==> src/verilog/iotl_consts.vh <==
// Function
// - five-bit period trim in low bits; zero fastest, all ones slowest
// - period trim resets to a factory value giving the nominal frequency
// - period trim contents are undefined while clock recovery is on
// - low-frequency source runs at a nominal 80 kHz before division
// - divide select: 00 by eight, 01 by four, 10 by two, 11 by one
// - four-bit fine tune in bits five to two; zero fastest
// - capture mode: falling edge to second timer, rising edge to third
// - each capture copies timer count bytes into its reload bytes
`ifndef IOTL_CONSTS_VH
`define IOTL_CONSTS_VH
`define IOTL_ADDR_LF_CTRL     8'h86
`define IOTL_ADDR_HF_TRIM     8'hB3
`define IOTL_ADDR_CAPTURE     8'hC0
`define IOTL_ADDR_T2_RELOAD   8'hC1
`define IOTL_ADDR_T3_RELOAD   8'hC2
`define IOTL_BIT_LF_ON        7
`define IOTL_BIT_LF_SETTLED   6
`define IOTL_HF_TRIM_RESET    5'h10
`define IOTL_LF_CTRL_RESET    6'h20
`define IOTL_LF_FINE_RESET    4'h8
`define IOTL_SYS_CLK_KHZ      32'h000186A0
`define IOTL_LF_NOMINAL_KHZ   32'h00000050
`define IOTL_LF_SETTLE_HALVES 4'h8
`endif

==> src/verilog/iotl_osc_ctrl.v <==
// The implementer's own choice: register access over Wishbone.
`timescale 1ns/1ps
`default_nettype none
`include "iotl_consts.vh"
module iotl_osc_ctrl (
    input  wire        clock,
    input  wire        reset,
    input  wire        wb_cyc_i,
    input  wire        wb_stb_i,
    input  wire        wb_we_i,
    input  wire [7:0]  wb_adr_i,
    input  wire [3:0]  wb_sel_i,
    input  wire [31:0] wb_dat_i,
    output reg  [31:0] wb_dat_o,
    output reg         wb_ack_o,
    input  wire        clockRecoveryOn,
    input  wire [15:0] timer2Count,
    input  wire [15:0] timer3Count,
    output reg  [4:0]  hfPeriodCode,
    output reg         lfClockOut,
    output reg         lfSettledFlag,
    output reg         timer2Capture,
    output reg         timer3Capture
);
    reg  [4:0]  hfTrim_q;
    reg         lfOn_q;
    reg  [3:0]  lfFineTune_q;
    reg  [1:0]  lfDivideSelect_q;
    reg  [1:0]  captureMode_q;
    reg  [15:0] t2Reload_q;
    reg  [15:0] t3Reload_q;
    reg         lfPrev_q;
    wire        lfOut;
    wire        lfSettled;
    wire        lfFall;
    wire        lfRise;
    wire        request;
    wire        writeLow;
    reg  [31:0] readData;

    iotl_lf_osc lfOsc (
        .clock        (clock),
        .reset        (reset),
        .enable       (lfOn_q),
        .fineTune     (lfFineTune_q),
        .divideSelect (lfDivideSelect_q),
        .lfOut        (lfOut),
        .settled      (lfSettled)
    );

    assign request  = wb_cyc_i && wb_stb_i && !wb_ack_o;
    assign writeLow = request && wb_we_i && wb_sel_i[0];
    assign lfFall   = captureMode_q[0] && lfPrev_q && !lfOut;
    assign lfRise   = captureMode_q[1] && !lfPrev_q && lfOut;

    always @* begin
        if (wb_adr_i == `IOTL_ADDR_LF_CTRL) begin
            readData = {24'h000000, lfOn_q, lfSettled, lfFineTune_q, lfDivideSelect_q};
        end else if (wb_adr_i == `IOTL_ADDR_HF_TRIM) begin
            // reads return hfTrim_q whatever clockRecoveryOn is
            readData = {27'h0000000, hfTrim_q};
        end else if (wb_adr_i == `IOTL_ADDR_CAPTURE) begin
            readData = {30'h00000000, captureMode_q};
        end else if (wb_adr_i == `IOTL_ADDR_T2_RELOAD) begin
            readData = {16'h0000, t2Reload_q};
        end else if (wb_adr_i == `IOTL_ADDR_T3_RELOAD) begin
            readData = {16'h0000, t3Reload_q};
        end else begin
            readData = 32'h00000000;
        end
    end

    always @(posedge clock) begin
        if (reset) begin
            wb_ack_o         <= 1'b0;
            wb_dat_o         <= 32'h00000000;
            hfTrim_q         <= `IOTL_HF_TRIM_RESET;
            lfOn_q           <= 1'b0;
            lfFineTune_q     <= `IOTL_LF_FINE_RESET;
            lfDivideSelect_q <= 2'b00;
            captureMode_q    <= 2'b00;
        end else begin
            wb_ack_o <= request;
            if (request) begin
                wb_dat_o <= readData;
            end
            if (writeLow && wb_adr_i == `IOTL_ADDR_LF_CTRL) begin
                lfOn_q           <= wb_dat_i[`IOTL_BIT_LF_ON];
                lfFineTune_q     <= wb_dat_i[5:2];
                lfDivideSelect_q <= wb_dat_i[1:0];
            end else if (writeLow && wb_adr_i == `IOTL_ADDR_HF_TRIM) begin
                hfTrim_q <= wb_dat_i[4:0];
            end else if (writeLow && wb_adr_i == `IOTL_ADDR_CAPTURE) begin
                captureMode_q <= wb_dat_i[1:0];
            end
        end
    end

    // lfOut is produced on this clock, so no synchroniser is needed
    always @(posedge clock) begin
        if (reset) begin
            lfPrev_q      <= 1'b0;
            t2Reload_q    <= 16'h0000;
            t3Reload_q    <= 16'h0000;
            timer2Capture <= 1'b0;
            timer3Capture <= 1'b0;
            hfPeriodCode  <= `IOTL_HF_TRIM_RESET;
            lfClockOut    <= 1'b0;
            lfSettledFlag <= 1'b0;
        end else begin
            lfPrev_q      <= lfOut;
            hfPeriodCode  <= hfTrim_q;
            lfClockOut    <= lfOut;
            lfSettledFlag <= lfSettled;
            timer2Capture <= lfFall;
            timer3Capture <= lfRise;
            if (lfFall) begin
                t2Reload_q <= timer2Count;
            end
            if (lfRise) begin
                t3Reload_q <= timer3Count;
            end
        end
    end
endmodule
`default_nettype wire

==> src/verilog/iotl_lf_osc.v <==
`timescale 1ns/1ps
`default_nettype none
`include "iotl_consts.vh"
// behavioural low-frequency source: toggles a level after a tuned half period
module iotl_lf_osc (
    input  wire        clock,
    input  wire        reset,
    input  wire        enable,
    input  wire [3:0]  fineTune,
    input  wire [1:0]  divideSelect,
    output reg         lfOut,
    output reg         settled
);
    localparam integer HALF_BASE = `IOTL_SYS_CLK_KHZ / (2 * `IOTL_LF_NOMINAL_KHZ);
    reg [15:0] count_q;
    reg [3:0]  halves_q;
    reg [2:0]  div_q;
    reg        raw_q;
    wire [15:0] halfLen;
    // larger code, longer half period
    assign halfLen = HALF_BASE[15:0] - 16'h0008 + {11'h000, fineTune, 1'b0};
    always @(posedge clock) begin
        if (reset || !enable) begin
            count_q  <= 16'h0000;
            halves_q <= 4'h0;
            div_q    <= 3'h0;
            raw_q    <= 1'b0;
            lfOut    <= 1'b0;
            settled  <= 1'b0;
        end else begin
            // counter runs 0 .. halfLen-1, so one half period is exactly halfLen cycles
            if (count_q >= halfLen - 16'h0001) begin
                count_q <= 16'h0000;
                raw_q   <= ~raw_q;
                if (!raw_q) begin
                    div_q <= div_q + 3'h1;
                end
                if (halves_q != 4'hF) begin
                    halves_q <= halves_q + 4'h1;
                end
            end else begin
                count_q <= count_q + 16'h0001;
            end
            case (divideSelect)
                2'b00:   lfOut <= div_q[2];
                2'b01:   lfOut <= div_q[1];
                2'b10:   lfOut <= div_q[0];
                default: lfOut <= raw_q;
            endcase
            settled <= (halves_q >= `IOTL_LF_SETTLE_HALVES);
        end
    end
endmodule
`default_nettype wire

==> config.mk <==
export PLATFORM = sky130hd
export DESIGN_NAME = iotl_osc_ctrl
export DESIGN_NICKNAME = d
export VERILOG_FILES = /design/src/verilog/iotl_osc_ctrl.v /design/src/verilog/iotl_lf_osc.v
export VERILOG_INCLUDE_DIRS = /design/src /design/src/verilog
export SDC_FILE = /design/constraint.sdc
export NUM_CORES = 1
export LEC_CHECK = 0
export BUFFER_PORTS_ARGS = -buffer_cell sky130_fd_sc_hd__buf_2
export CAP_MARGIN = 30
export CORE_AREA = 5 5 116 118
export DETAILED_ROUTE_END_ITERATION = 7
export DIE_AREA = 0 0 121 123
export SYNTH_ARGS = -nofsm -noshare
export SYNTH_HDL_FRONTEND = slang
export SYNTH_HIERARCHICAL = 1
export SYNTH_SLANG_ARGS = --single-unit
export TNS_END_PERCENT = 5
==> constraint.sdc <==
create_clock -name clock -period 4.73 [get_ports clock]
set_clock_uncertainty 0.05 [all_clocks]
set_input_delay 0.473 -clock clock [delete_from_list [all_inputs] [get_ports clock]]
set_output_delay 0.473 -clock clock [all_outputs]
set_load 0.01 [all_outputs]
Word level (Yosys, flattened, before mapping)
Cells that the tools add are included.
{"block": "word_totals", "reg_bits": 114, "latchBits": 0, "mem_bits_rw": 0, "rom_bits": 0, "wordCells": 66, "memories": 0}
{"block": "op_classes", "n_addsub": 5, "mul": 0, "div_mod_pow": 0, "order_cmp": 2, "n_eq_ne": 8, "shifts": 0, "n_mux": 6, "bitwise_logic": 3, "reduce_logical": 22}
{"operator": "$mux 16", "n": 5}
{"operator": "$eq 8x8->1 const B", "n": 5}
{"operator": "$add 16x1->16 const B", "n": 1}
{"operator": "$ge 16x16->1", "n": 1}
{"operator": "$sub 16x1->16 const B", "n": 1}
{"operator": "$add 10x5->11 const A", "n": 1}
{"operator": "$logic_and 1x1->1", "n": 11}
{"operator": "$reduce_and 2->1", "n": 3}
{"operator": "$add 4x1->4 const B", "n": 1}
{"operator": "$ge 4x4->1 const B", "n": 1}
{"operator": "$logic_not 1->1", "n": 4}
{"operator": "$ne 4x4->1 const B", "n": 1}
{"operator": "$add 3x1->3 const B", "n": 1}
{"operator": "$not 1->1", "n": 3}
{"operator": "$pmux 1 s3", "n": 1}
{"operator": "$reduce_and 3->1", "n": 1}
{"operator": "$eq 2x1->1 const B", "n": 1}
{"operator": "$eq 2x2->1 const B", "n": 1}
{"operator": "$logic_not 2->1", "n": 1}
{"operator": "$reduce_or 2->1", "n": 1}
{"operator": "$logic_or 1x1->1", "n": 1}

Longest topological paths before layout
Gate-level depths: netlist (run 1).
{"block": "depth", "depth_word": 7, "ltp_mapped": 9, "mapped_depth_nobuf": 8}

Cells and area by module
The synthesis (run 1) kept the hierarchy.
{"module": "iotl_osc_ctrl", "instances": 1, "cells_per_inst": 338, "area_per_inst_um2": 2941.6, "seq_area_each_um2": 1441.4}
{"module": "iotl_lf_osc", "instances": 1, "cells_per_inst": 135, "area_per_inst_um2": 1270.0, "seq_area_each_um2": 520.5}

Worst setup path after synthesis (run 1)
No wires, ideal clock.
{"block": "synth_timing", "path_kind": "input to register", "startpoint": "input port wb_adr_i[0]", "endpoint": "register lfFineTune_q[3]", "setup_time_ns": 0.120, "t_arrival_ns": 2.100, "required_time_ns": 4.560, "path_slack_ns": 2.460, "path_stages": 6, "path_cell_list": "buf_6 > or4b_1 > buf_2 > nor4_4 > nor2b_1 > a211o_1"}
{"block": "synth_via", "elab_chain_cells": 2}
{"element": "from (decl)", "line_no": "iotl_osc_ctrl.v:11", "text": "input wire [7:0] wb_adr_i,"}
{"element": "$eq 8x8->1 (no line)"}
{"element": "$logic_and 1x1->1 (no line)"}
{"element": "to (signal assigned)", "line_no": "iotl_osc_ctrl.v:79", "text": "lfFineTune_q <= `IOTL_LF_FINE_RESET;"}
{"element": "to (signal assigned)", "line_no": "iotl_osc_ctrl.v:89", "text": "lfFineTune_q <= wb_dat_i[5:2];"}
{"element": "to (decl)", "line_no": "iotl_osc_ctrl.v:27", "text": "reg [3:0] lfFineTune_q;"}
No other way between the ends.
A chain may end at the register's enable or synchronous reset.

Worst setup path in the final report (run 1)
{"block": "layout_timing", "startpoint": "register lfFineTune_q[2]", "endpoint": "register lfOsc.halves_q[3]"}
{"block": "layout_via", "elab_chain_cells": 4}
{"element": "$add 10x5->11", "line_no": "iotl_lf_osc.v:21", "text": "assign halfLen = HALF_BASE[15:0] - 16'h0008 + {11'h000, fineTune, 1'b0};"}
{"element": "$sub 16x1->16", "line_no": "iotl_lf_osc.v:32", "text": "if (count_q >= halfLen - 16'h0001) begin"}
{"element": "$ge 16x16->1", "line_no": "iotl_lf_osc.v:32"}
{"element": "$reduce_and 2->1 (no line)"}
{"element": "to (signal assigned)", "line_no": "iotl_lf_osc.v:39", "text": "halves_q <= halves_q + 4'h1;"}
{"element": "to (decl)", "line_no": "iotl_lf_osc.v:16", "text": "reg [3:0] halves_q;"}
No other way between the ends.

==> results.rst, run 1 <==
.. list-table::
   :header-rows: 1

   * - Metric
     - Value
   * - Min Clock Period, post-route
     - 2410 ps
   * - Required arrival time at the worst endpoint
     - 4910 ps
   * - Clock latency on the worst-skew pair
     - 340 ps
   * - Number of hold buffers added after CTS
     - 0
   * - Clk pwr share
     - 0.468
   * - Resized cells post-CTS
     - 0
   * - Setup slack of the most critical reg-to-reg path
     - 2320 ps
   * - Post-synthesis instance total
     - 473
   * - Sequential cell fraction of total power
     - 0.488
   * - Endpoint of the worst register-to-register path
     - lfOsc/halves_q[3]$_SDFFE_PP0P_
   * - Clock root buffer
     - clkbuf_16
   * - Post-synthesis average cell area
     - 8.90 um2
   * - Fin worst setup slack
     - 2320 ps
   * - Length in cells of the worst reg-to-reg path
     - 8
   * - Final setup violation count
     - 0
   * - Sink Count
     - 98
   * - Worst Setup Start Kind
     - flip-flop
   * - Summed negative setup slack over all endpoints
     - 0 ps
   * - Area leader, netlist
     - dfxtp_1
   * - Largest net degree at the start of global routing
     - 64
   * - Capturing element type of the critical path
     - flip-flop
   * - Count of input and output buffers
     - 78
   * - Crit-path max FO
     - 6
   * - Peak clock frequency supported by timing
     - 415 MHz
   * - Setup Slack @ Placement
     - 2240 ps
   * - Cell with the most instances after synthesis
     - dfxtp_1
   * - Final hold vios
     - 0
   * - Register bit total from synthesis
     - 98
   * - Deepest level of the CTS H-tree
     - 3
   * - Ordered cell list for the critical path
     - ha_1 > inv_1 > ha_1 > nand4_2 > nor4_4 > or2_1 > o211ai_2 > mux2_4
   * - Path type of the worst min-delay path
     - input pin to flip-flop
   * - Fraction of layout cells with a size suffix above 1
     - 0.207
   * - Async set or reset register ratio after synthesis
     - 0
   * - Slew Viols, Final
     - 0
   * - I/O pin cnt
     - 124
   * - Total Nets Final
     - 644
   * - Total net switching power
     - 0.378 mW
   * - Buffer levels on the longest clock path
     - 2
   * - Data arrival time at the worst-slack endpoint
     - 2590 ps
   * - Clock tree from TritonCTS
     - yes
   * - Antenna violations before repair
     - 0
   * - Crit path largest cell delay
     - 400 ps
   * - Yosys cell types
     - 58
   * - Netlist area before placement
     - 4210 um2
   * - Effective utilization at floorplan
     - 0.341
   * - Synthesis-to-finish area growth
     - 20.0%
   * - Placer congestion estimate
     - 0.755
   * - Critical path destination
     - lfOsc/halves_q[3]$_SDFFE_PP0P_
   * - Die W
     - 121 um
   * - Vias in the first global route
     - 3424
   * - Die area
     - 14900 um2
   * - Number of nets still failing antenna checks after routing
     - 0
   * - Source of the critical timing path
     - lfFineTune_q[2]$_SDFFE_PP0P_
   * - Pin slew with the least headroom to its limit
     - 849 ps
   * - DR DRC count
     - 0
   * - Setup Crit Path Kind
     - flip-flop to flip-flop
   * - Combinational group share of total power
     - 0.043
   * - First-pass DRT Iterations
     - 4
   * - Core area
     - 12400 um2
   * - Period utilization
     - 0.510
   * - RSZ-0062 raised after global routing
     - no
   * - Most frequent cell on the critical path
     - ha_1
   * - Number of synthesized flops with an enable pin
     - 0
   * - Die Span Y
     - 123 um
   * - Synth cell count leaders
     - 98 x dfxtp_1, 86 x nand2_1, 44 x a21oi_1, 35 x nor2_1, 17 x clkbuf_1
   * - First DRT Iteration DRCs
     - 161
   * - Detailed-route wire length
     - 10400 um
   * - Power density relative to cell area
     - 337 nW/um2
   * - Part of the Yosys area used for sequential elements
     - 0.466
   * - Internal power summed over all cells
     - 1.33 mW
   * - Most used flip-flop cell after synthesis
     - dfxtp_1
   * - Global-route congestion overflow total
     - 0
   * - Net switching share of the total power
     - 0.222
   * - Number of maximum-capacitance violations
     - 0
   * - Wire length per cell
     - 14.3 um
   * - Clock-pin slew on the worst setup and hold paths
     - 70 ps
   * - Rows
     - 41
   * - Launching point of the worst reg2reg path
     - lfFineTune_q[2]$_SDFFE_PP0P_
   * - Antenna Cells
     - 0
   * - Wire length of the first global-routing pass
     - 16600 um
   * - Post-synth top area share
     - 0.466
   * - TritonCTS Buffers
     - 9
   * - Setup bufs post-CTS
     - 0
   * - Area contributors post-synth
     - dfxtp_1 47%, nand2_1 7.7%, a21oi_1 5.2%, ha_1 3.6%, nor2_1 3.1%
   * - Leakage
     - 1.95 nW
   * - Library cell contributing the largest single delay on the critical path
     - dfxtp_1
   * - Relative slew margins
     - 0.432
   * - HPWL reported at the end of detailed placement
     - 7590 um
   * - Peak supply drop
     - 186 uV
   * - Number of warning messages in the yosys log
     - 6
   * - Routed vias
     - 3495
   * - Gr usage total
     - 0.142
   * - Average via count per standard cell
     - 4.81
   * - Result of the run
     - finished, final reports clean
-- metrics by stage --
step,hold WS [ps],util,cell area [um2],power [mW],std cells
after floorplan,383,-,4290,0.896,493
after global placement,387,0.382,4730,0.924,711
after detailed placement,395,0.382,4730,0.926,711
after CTS,303,0.409,5050,1.72,727
after global routing,314,0.409,5050,1.76,727
final,302,0.409,5050,1.70,727
-- worst min-delay path by stage --
stage | from | end | slack, ps | cells past startpoint
2_1_floorplan | hfTrim_q[4]$_SDFFE_PP1P_ | hfPeriodCode[4]$_SDFF_PP1_ | 380 | 1
3_3_place_gp | wb_dat_o[14]$_SDFFE_PP0N_ | wb_dat_o[14]$_SDFFE_PP0N_ | 390 | 2
4_1_cts | wb_dat_i[5] | lfFineTune_q[3]$_SDFFE_PP1P_ | 300 | 2
3_5_place_dp | wb_dat_o[10]$_SDFFE_PP0N_ | wb_dat_o[10]$_SDFFE_PP0N_ | 390 | 2
5_1_grt | wb_dat_i[4] | hfTrim_q[4]$_SDFFE_PP1P_ | 310 | 2
6_report | wb_dat_i[5] | lfFineTune_q[3]$_SDFFE_PP1P_ | 300 | 2
-- state kept, by name (all words and copies together), names as in the netlist --
register / count
hfTrim_q: 5
t2Reload_q: 16
captureMode_q: 2
hfPeriodCode: 5
t3Reload_q: 16
timer2Capture: 1
lfOsc/div_q: 3
lfOsc/settled: 1
wb_dat_o: 16
lfSettledFlag: 1
lfDivideSelect_q: 2
timer3Capture: 1
lfOsc/halves_q: 4
lfOsc/count_q: 16
lfPrev_q: 1
lfOn_q: 1
wb_ack_o: 1
lfOsc/raw_q: 1
lfOsc/lfOut: 1
lfFineTune_q: 4
-- cells in the final DEF, fill, tap and decap left out, drive strengths merged, types with 3 or more instances in the layout --
cell type / instances
dfxtp: 98
nand2: 86
buf: 83
a21oi: 44
nor2: 35
conb: 22
o21ai: 15
mux2i: 13
inv: 13
nand3: 12
ha: 12
nor2b: 11
a22oi: 10
clkbuf: 9
a22o: 7
o211ai: 7
nor3: 5
xor2: 5
nor4: 5
nand3b: 4
and2: 4
o22ai: 4
a221oi: 4
and3b: 3
a31oi: 3
nor4b: 3
or2: 3
-- final cells by class --
type	instances	area (um2)
fill	1283	7310
multi-input combinational	347	2080
sequential	98	1960
timing repair buffer	83	428
clock buffer	9	225
tap	172	215
clock inverter	7	101
inverter	11	41.3
-- critical path: cells and delay by family, from the launching register on --
kind / cells / cell delay, ps
and+or+nand+nor: 3 / 780
adders and majority gates: 2 / 560
DFF: 1 / 400
muxes: 1 / 310
AOI/OAI and AO/OA: 1 / 130
buffers and inverters: 1 / 60
-- cell families after synthesis --
family	Yosys count	synth area share
and+or+nand+nor	186	0.223
muxes	15	0.0398
DFF	98	0.466
buffers and inverters	48	0.0612
adders and majority gates	12	0.0356
xor gates and xnor gates	7	0.0146
AOI/OAI and AO/OA	105	0.158
other	2	0.00178
-- power groups by stage --
stage	logic [mW]	registers, mW	clock network, mW
4_1_cts	0.0743	0.832	0.815
5_1_grt	0.0819	0.832	0.848
3_3_place_gp	0.0731	0.851	0
6_report	0.0739	0.832	0.798
2_1_floorplan	0.0437	0.852	0
3_5_place_dp	0.0742	0.851	0
-- per-layer routing --
layer / vias up / GRT usage / part of all wire
li1: 1769 / - / -
met3: 13 / 0.0265 / 0.048
met2: 78 / 0.227 / 0.47
met5: - / 0 / 0
met1: 1635 / 0.187 / 0.47
met4: 0 / 0.0616 / 0.019
No activity file was read; power rests on OpenSTA's default activity.
==> inputs of run 2 (changes only) <==
==> constraint.sdc (replaced) <==
create_clock -name clock -period 2.45 [get_ports clock]
set_clock_uncertainty 0.05 [all_clocks]
set_input_delay 0.245 -clock clock [delete_from_list [all_inputs] [get_ports clock]]
set_output_delay 0.245 -clock clock [all_outputs]
set_load 0.01 [all_outputs]
==> run 2 against run 1 <==
Global-route usage fell by 0.23 points; fmax rose by 6.2%; utilization rose by 0.32 points; final area up 0.79%; sequential cell count did not move; largest cell class unchanged; largest power group unchanged; highest routed layer unchanged.
==> results.rst, run 2 (synthesis results as in run 1) <==
.. list-table::
   :header-rows: 1

   * - Metric
     - Value
   * - Most common cell after layout, fill and taps aside
     - dfxtp_1
   * - Antenna Cells
     - 0
   * - Library cell contributing the largest single delay on the critical path
     - dfxtp_1
   * - Min Clock Period, post-route
     - 2270 ps
   * - Total Nets Final
     - 650
   * - Family with the most delay on the worst path
     - simple AND/OR/NAND/NOR gates
   * - Power density relative to cell area
     - 640 nW/um2
   * - Number of fill cells in the layout
     - 1226
   * - I/O pin cnt
     - 124
   * - Endpoint of the worst register-to-register path
     - lfOsc/halves_q[3]$_SDFFE_PP0P_
   * - Peak supply drop
     - 356 uV
   * - Deepest level of the CTS H-tree
     - 3
   * - Slew Viols, Final
     - 0
   * - Crit-path max FO
     - 4
   * - Gr usage total
     - 0.139
   * - Die area
     - 14900 um2
   * - Setup Crit Path Kind
     - flip-flop to flip-flop
   * - Ordered cell list for the critical path
     - ha_1 > inv_1 > ha_1 > nand4_2 > nor4_4 > or2_1 > o211ai_2 > mux2_4
   * - Summed negative setup slack over all endpoints
     - 0 ps
   * - Clock-pin slew on the worst setup and hold paths
     - 70 ps
   * - First DRT Iteration DRCs
     - 187
   * - Setup bufs post-CTS
     - 0
   * - Worst Hold Path EP
     - t2Reload_q[8]$_SDFFE_PP0P_
   * - Buffer levels on the longest clock path
     - 2
   * - Final setup violation count
     - 0
   * - WP buf/inv
     - 1
   * - First-pass DRT Iterations
     - 4
   * - Setup slack of the most critical reg-to-reg path
     - 180 ps
   * - Rows
     - 41
   * - Most used cells in the layout excluding fill and tap cells
     - 98 x dfxtp_1, 86 x nand2_1, 78 x buf_2
   * - Die W
     - 121 um
   * - Peak clock frequency supported by timing
     - 441 MHz
   * - Vias in the first global route
     - 3351
   * - Pin slew with the least headroom to its limit
     - 727 ps
   * - Synthesis-to-finish area growth
     - 20.9%
   * - Capturing element type of the critical path
     - flip-flop
   * - Total Power
     - 3.26 mW
   * - Antenna violations before repair
     - 0
   * - Die Span Y
     - 123 um
   * - Crit path largest cell delay
     - 360 ps
   * - Detailed-route wire length
     - 10400 um
   * - Effective utilization at floorplan
     - 0.341
   * - Placer congestion estimate
     - 0.782
   * - Clock latency on the worst-skew pair
     - 340 ps
   * - Worst Setup Start Kind
     - flip-flop
   * - Final hold vios
     - 0
   * - RSZ-0062 raised after global routing
     - no
   * - Wire length per cell
     - 14.2 um
   * - HPWL reported at the end of detailed placement
     - 7720 um
   * - DR DRC count
     - 0
   * - Relative slew margins
     - 0.514
   * - Clock root buffer
     - clkbuf_16
   * - Number of maximum-capacitance violations
     - 0
   * - Result of the run
     - finished, final reports clean
   * - Global-route congestion overflow total
     - 0
   * - Launching point of the worst reg2reg path
     - lfFineTune_q[3]$_SDFFE_PP1P_
   * - Period utilization
     - 0.926
   * - Core area
     - 12400 um2
   * - Data arrival time at the worst-slack endpoint
     - 2450 ps
   * - Most frequent cell on the critical path
     - ha_1
   * - Hold depth
     - 3
   * - Fraction of layout cells with a size suffix above 1
     - 0.216
   * - Required arrival time at the worst endpoint
     - 2630 ps
   * - Routed vias
     - 3524
   * - TritonCTS Buffers
     - 9
   * - Wire length of the first global-routing pass
     - 16300 um
   * - Average via count per standard cell
     - 4.81
   * - Clock tree from TritonCTS
     - yes
   * - Path type of the worst min-delay path
     - input pin to flip-flop
   * - Sink Count
     - 98
   * - Largest net degree at the start of global routing
     - 37
   * - Number of nets still failing antenna checks after routing
     - 0
   * - Leakage
     - 1.98 nW
   * - Hold path startpoint
     - timer2Count[8]
   * - Length in cells of the worst reg-to-reg path
     - 8
   * - Count of input and output buffers
     - 78
## run 2: worst reg2reg max path, delay by kind of cell (launching register included)
family | cells | cell delay (ps)
adders and majority gates | 2 | 530
buffers and inverters | 1 | 60
DFF | 1 | 360
and+or+nand+nor | 3 | 730
muxes | 1 | 310
AOI/OAI and AO/OA | 1 | 120
## run 2: metal layers
layer	wire [um]	share of wire	up-vias	global-route usage
met2	4750	0.46	81	0.218
met1	4790	0.46	1648	0.182
met4	229	0.022	0	0.0715
met3	659	0.063	15	0.0297
met5	0	0	-	0
li1	-	-	1780	-
## run 2: worst max-delay path by stage
stage,startpoint,to,cells after the start,slack [ps]
6_report,lfFineTune_q[3]$_SDFFE_PP1P_,lfOsc/halves_q[3]$_SDFFE_PP0P_,8,180
5_1_grt,lfFineTune_q[3]$_SDFFE_PP1P_,lfOsc/count_q[5]$_SDFF_PP0_,8,30
4_1_cts,lfFineTune_q[3]$_SDFFE_PP1P_,lfOsc/count_q[5]$_SDFF_PP0_,8,150
3_5_place_dp,lfFineTune_q[3]$_SDFFE_PP1P_,lfOsc/count_q[5]$_SDFF_PP0_,8,170
3_3_place_gp,lfFineTune_q[3]$_SDFFE_PP1P_,lfOsc/halves_q[3]$_SDFFE_PP0P_,8,230
2_1_floorplan,lfFineTune_q[2]$_SDFFE_PP0P_,lfOsc/halves_q[3]$_SDFFE_PP0P_,9,330
## run 2: layout make-up
cell class / instances / area [um2] / share of cell area
timing repair buffer: 89 / 473 / 0.0929
clock inverter: 6 / 87.6 / 0.0172
clock buffer: 10 / 229 / 0.0450
sequential: 98 / 1960 / 0.385
tap: 172 / 215 / 0.0423
multi-input combinational: 347 / 2080 / 0.409
inverter: 11 / 41.3 / 0.00811
## run 2: metrics by stage
stage	worst slack [ps]	cells	instance area (um2)	hold slack, ps	utilization
CTS	147	733	5090	78.1	0.411
global route	30.9	733	5090	81.3	0.412
floorplan	329	493	4290	313	-
finish	181	733	5090	84.9	0.412
global placement	230	717	4770	387	0.386
detailed placement	174	717	4770	394	0.386
## run 2: what timing repair did
action | in CTS | in global routing
resized for setup | 0 | 1
hold buffers | 0 | 0
endpoints found under the hold margin | 0 | 0
setup endpoints to repair | 0 | 2
## run 2: power breakdown
group | leakage [nW] | internal (mW) | total [mW] | switching, mW
combinational | 1.03 | 0.0555 | 0.147 | 0.0912
clock | 0.157 | 0.899 | 1.51 | 0.607
sequential | 0.792 | 1.60 | 1.61 | 0.00490
total | 1.98 | 2.56 | 3.26 | 0.703
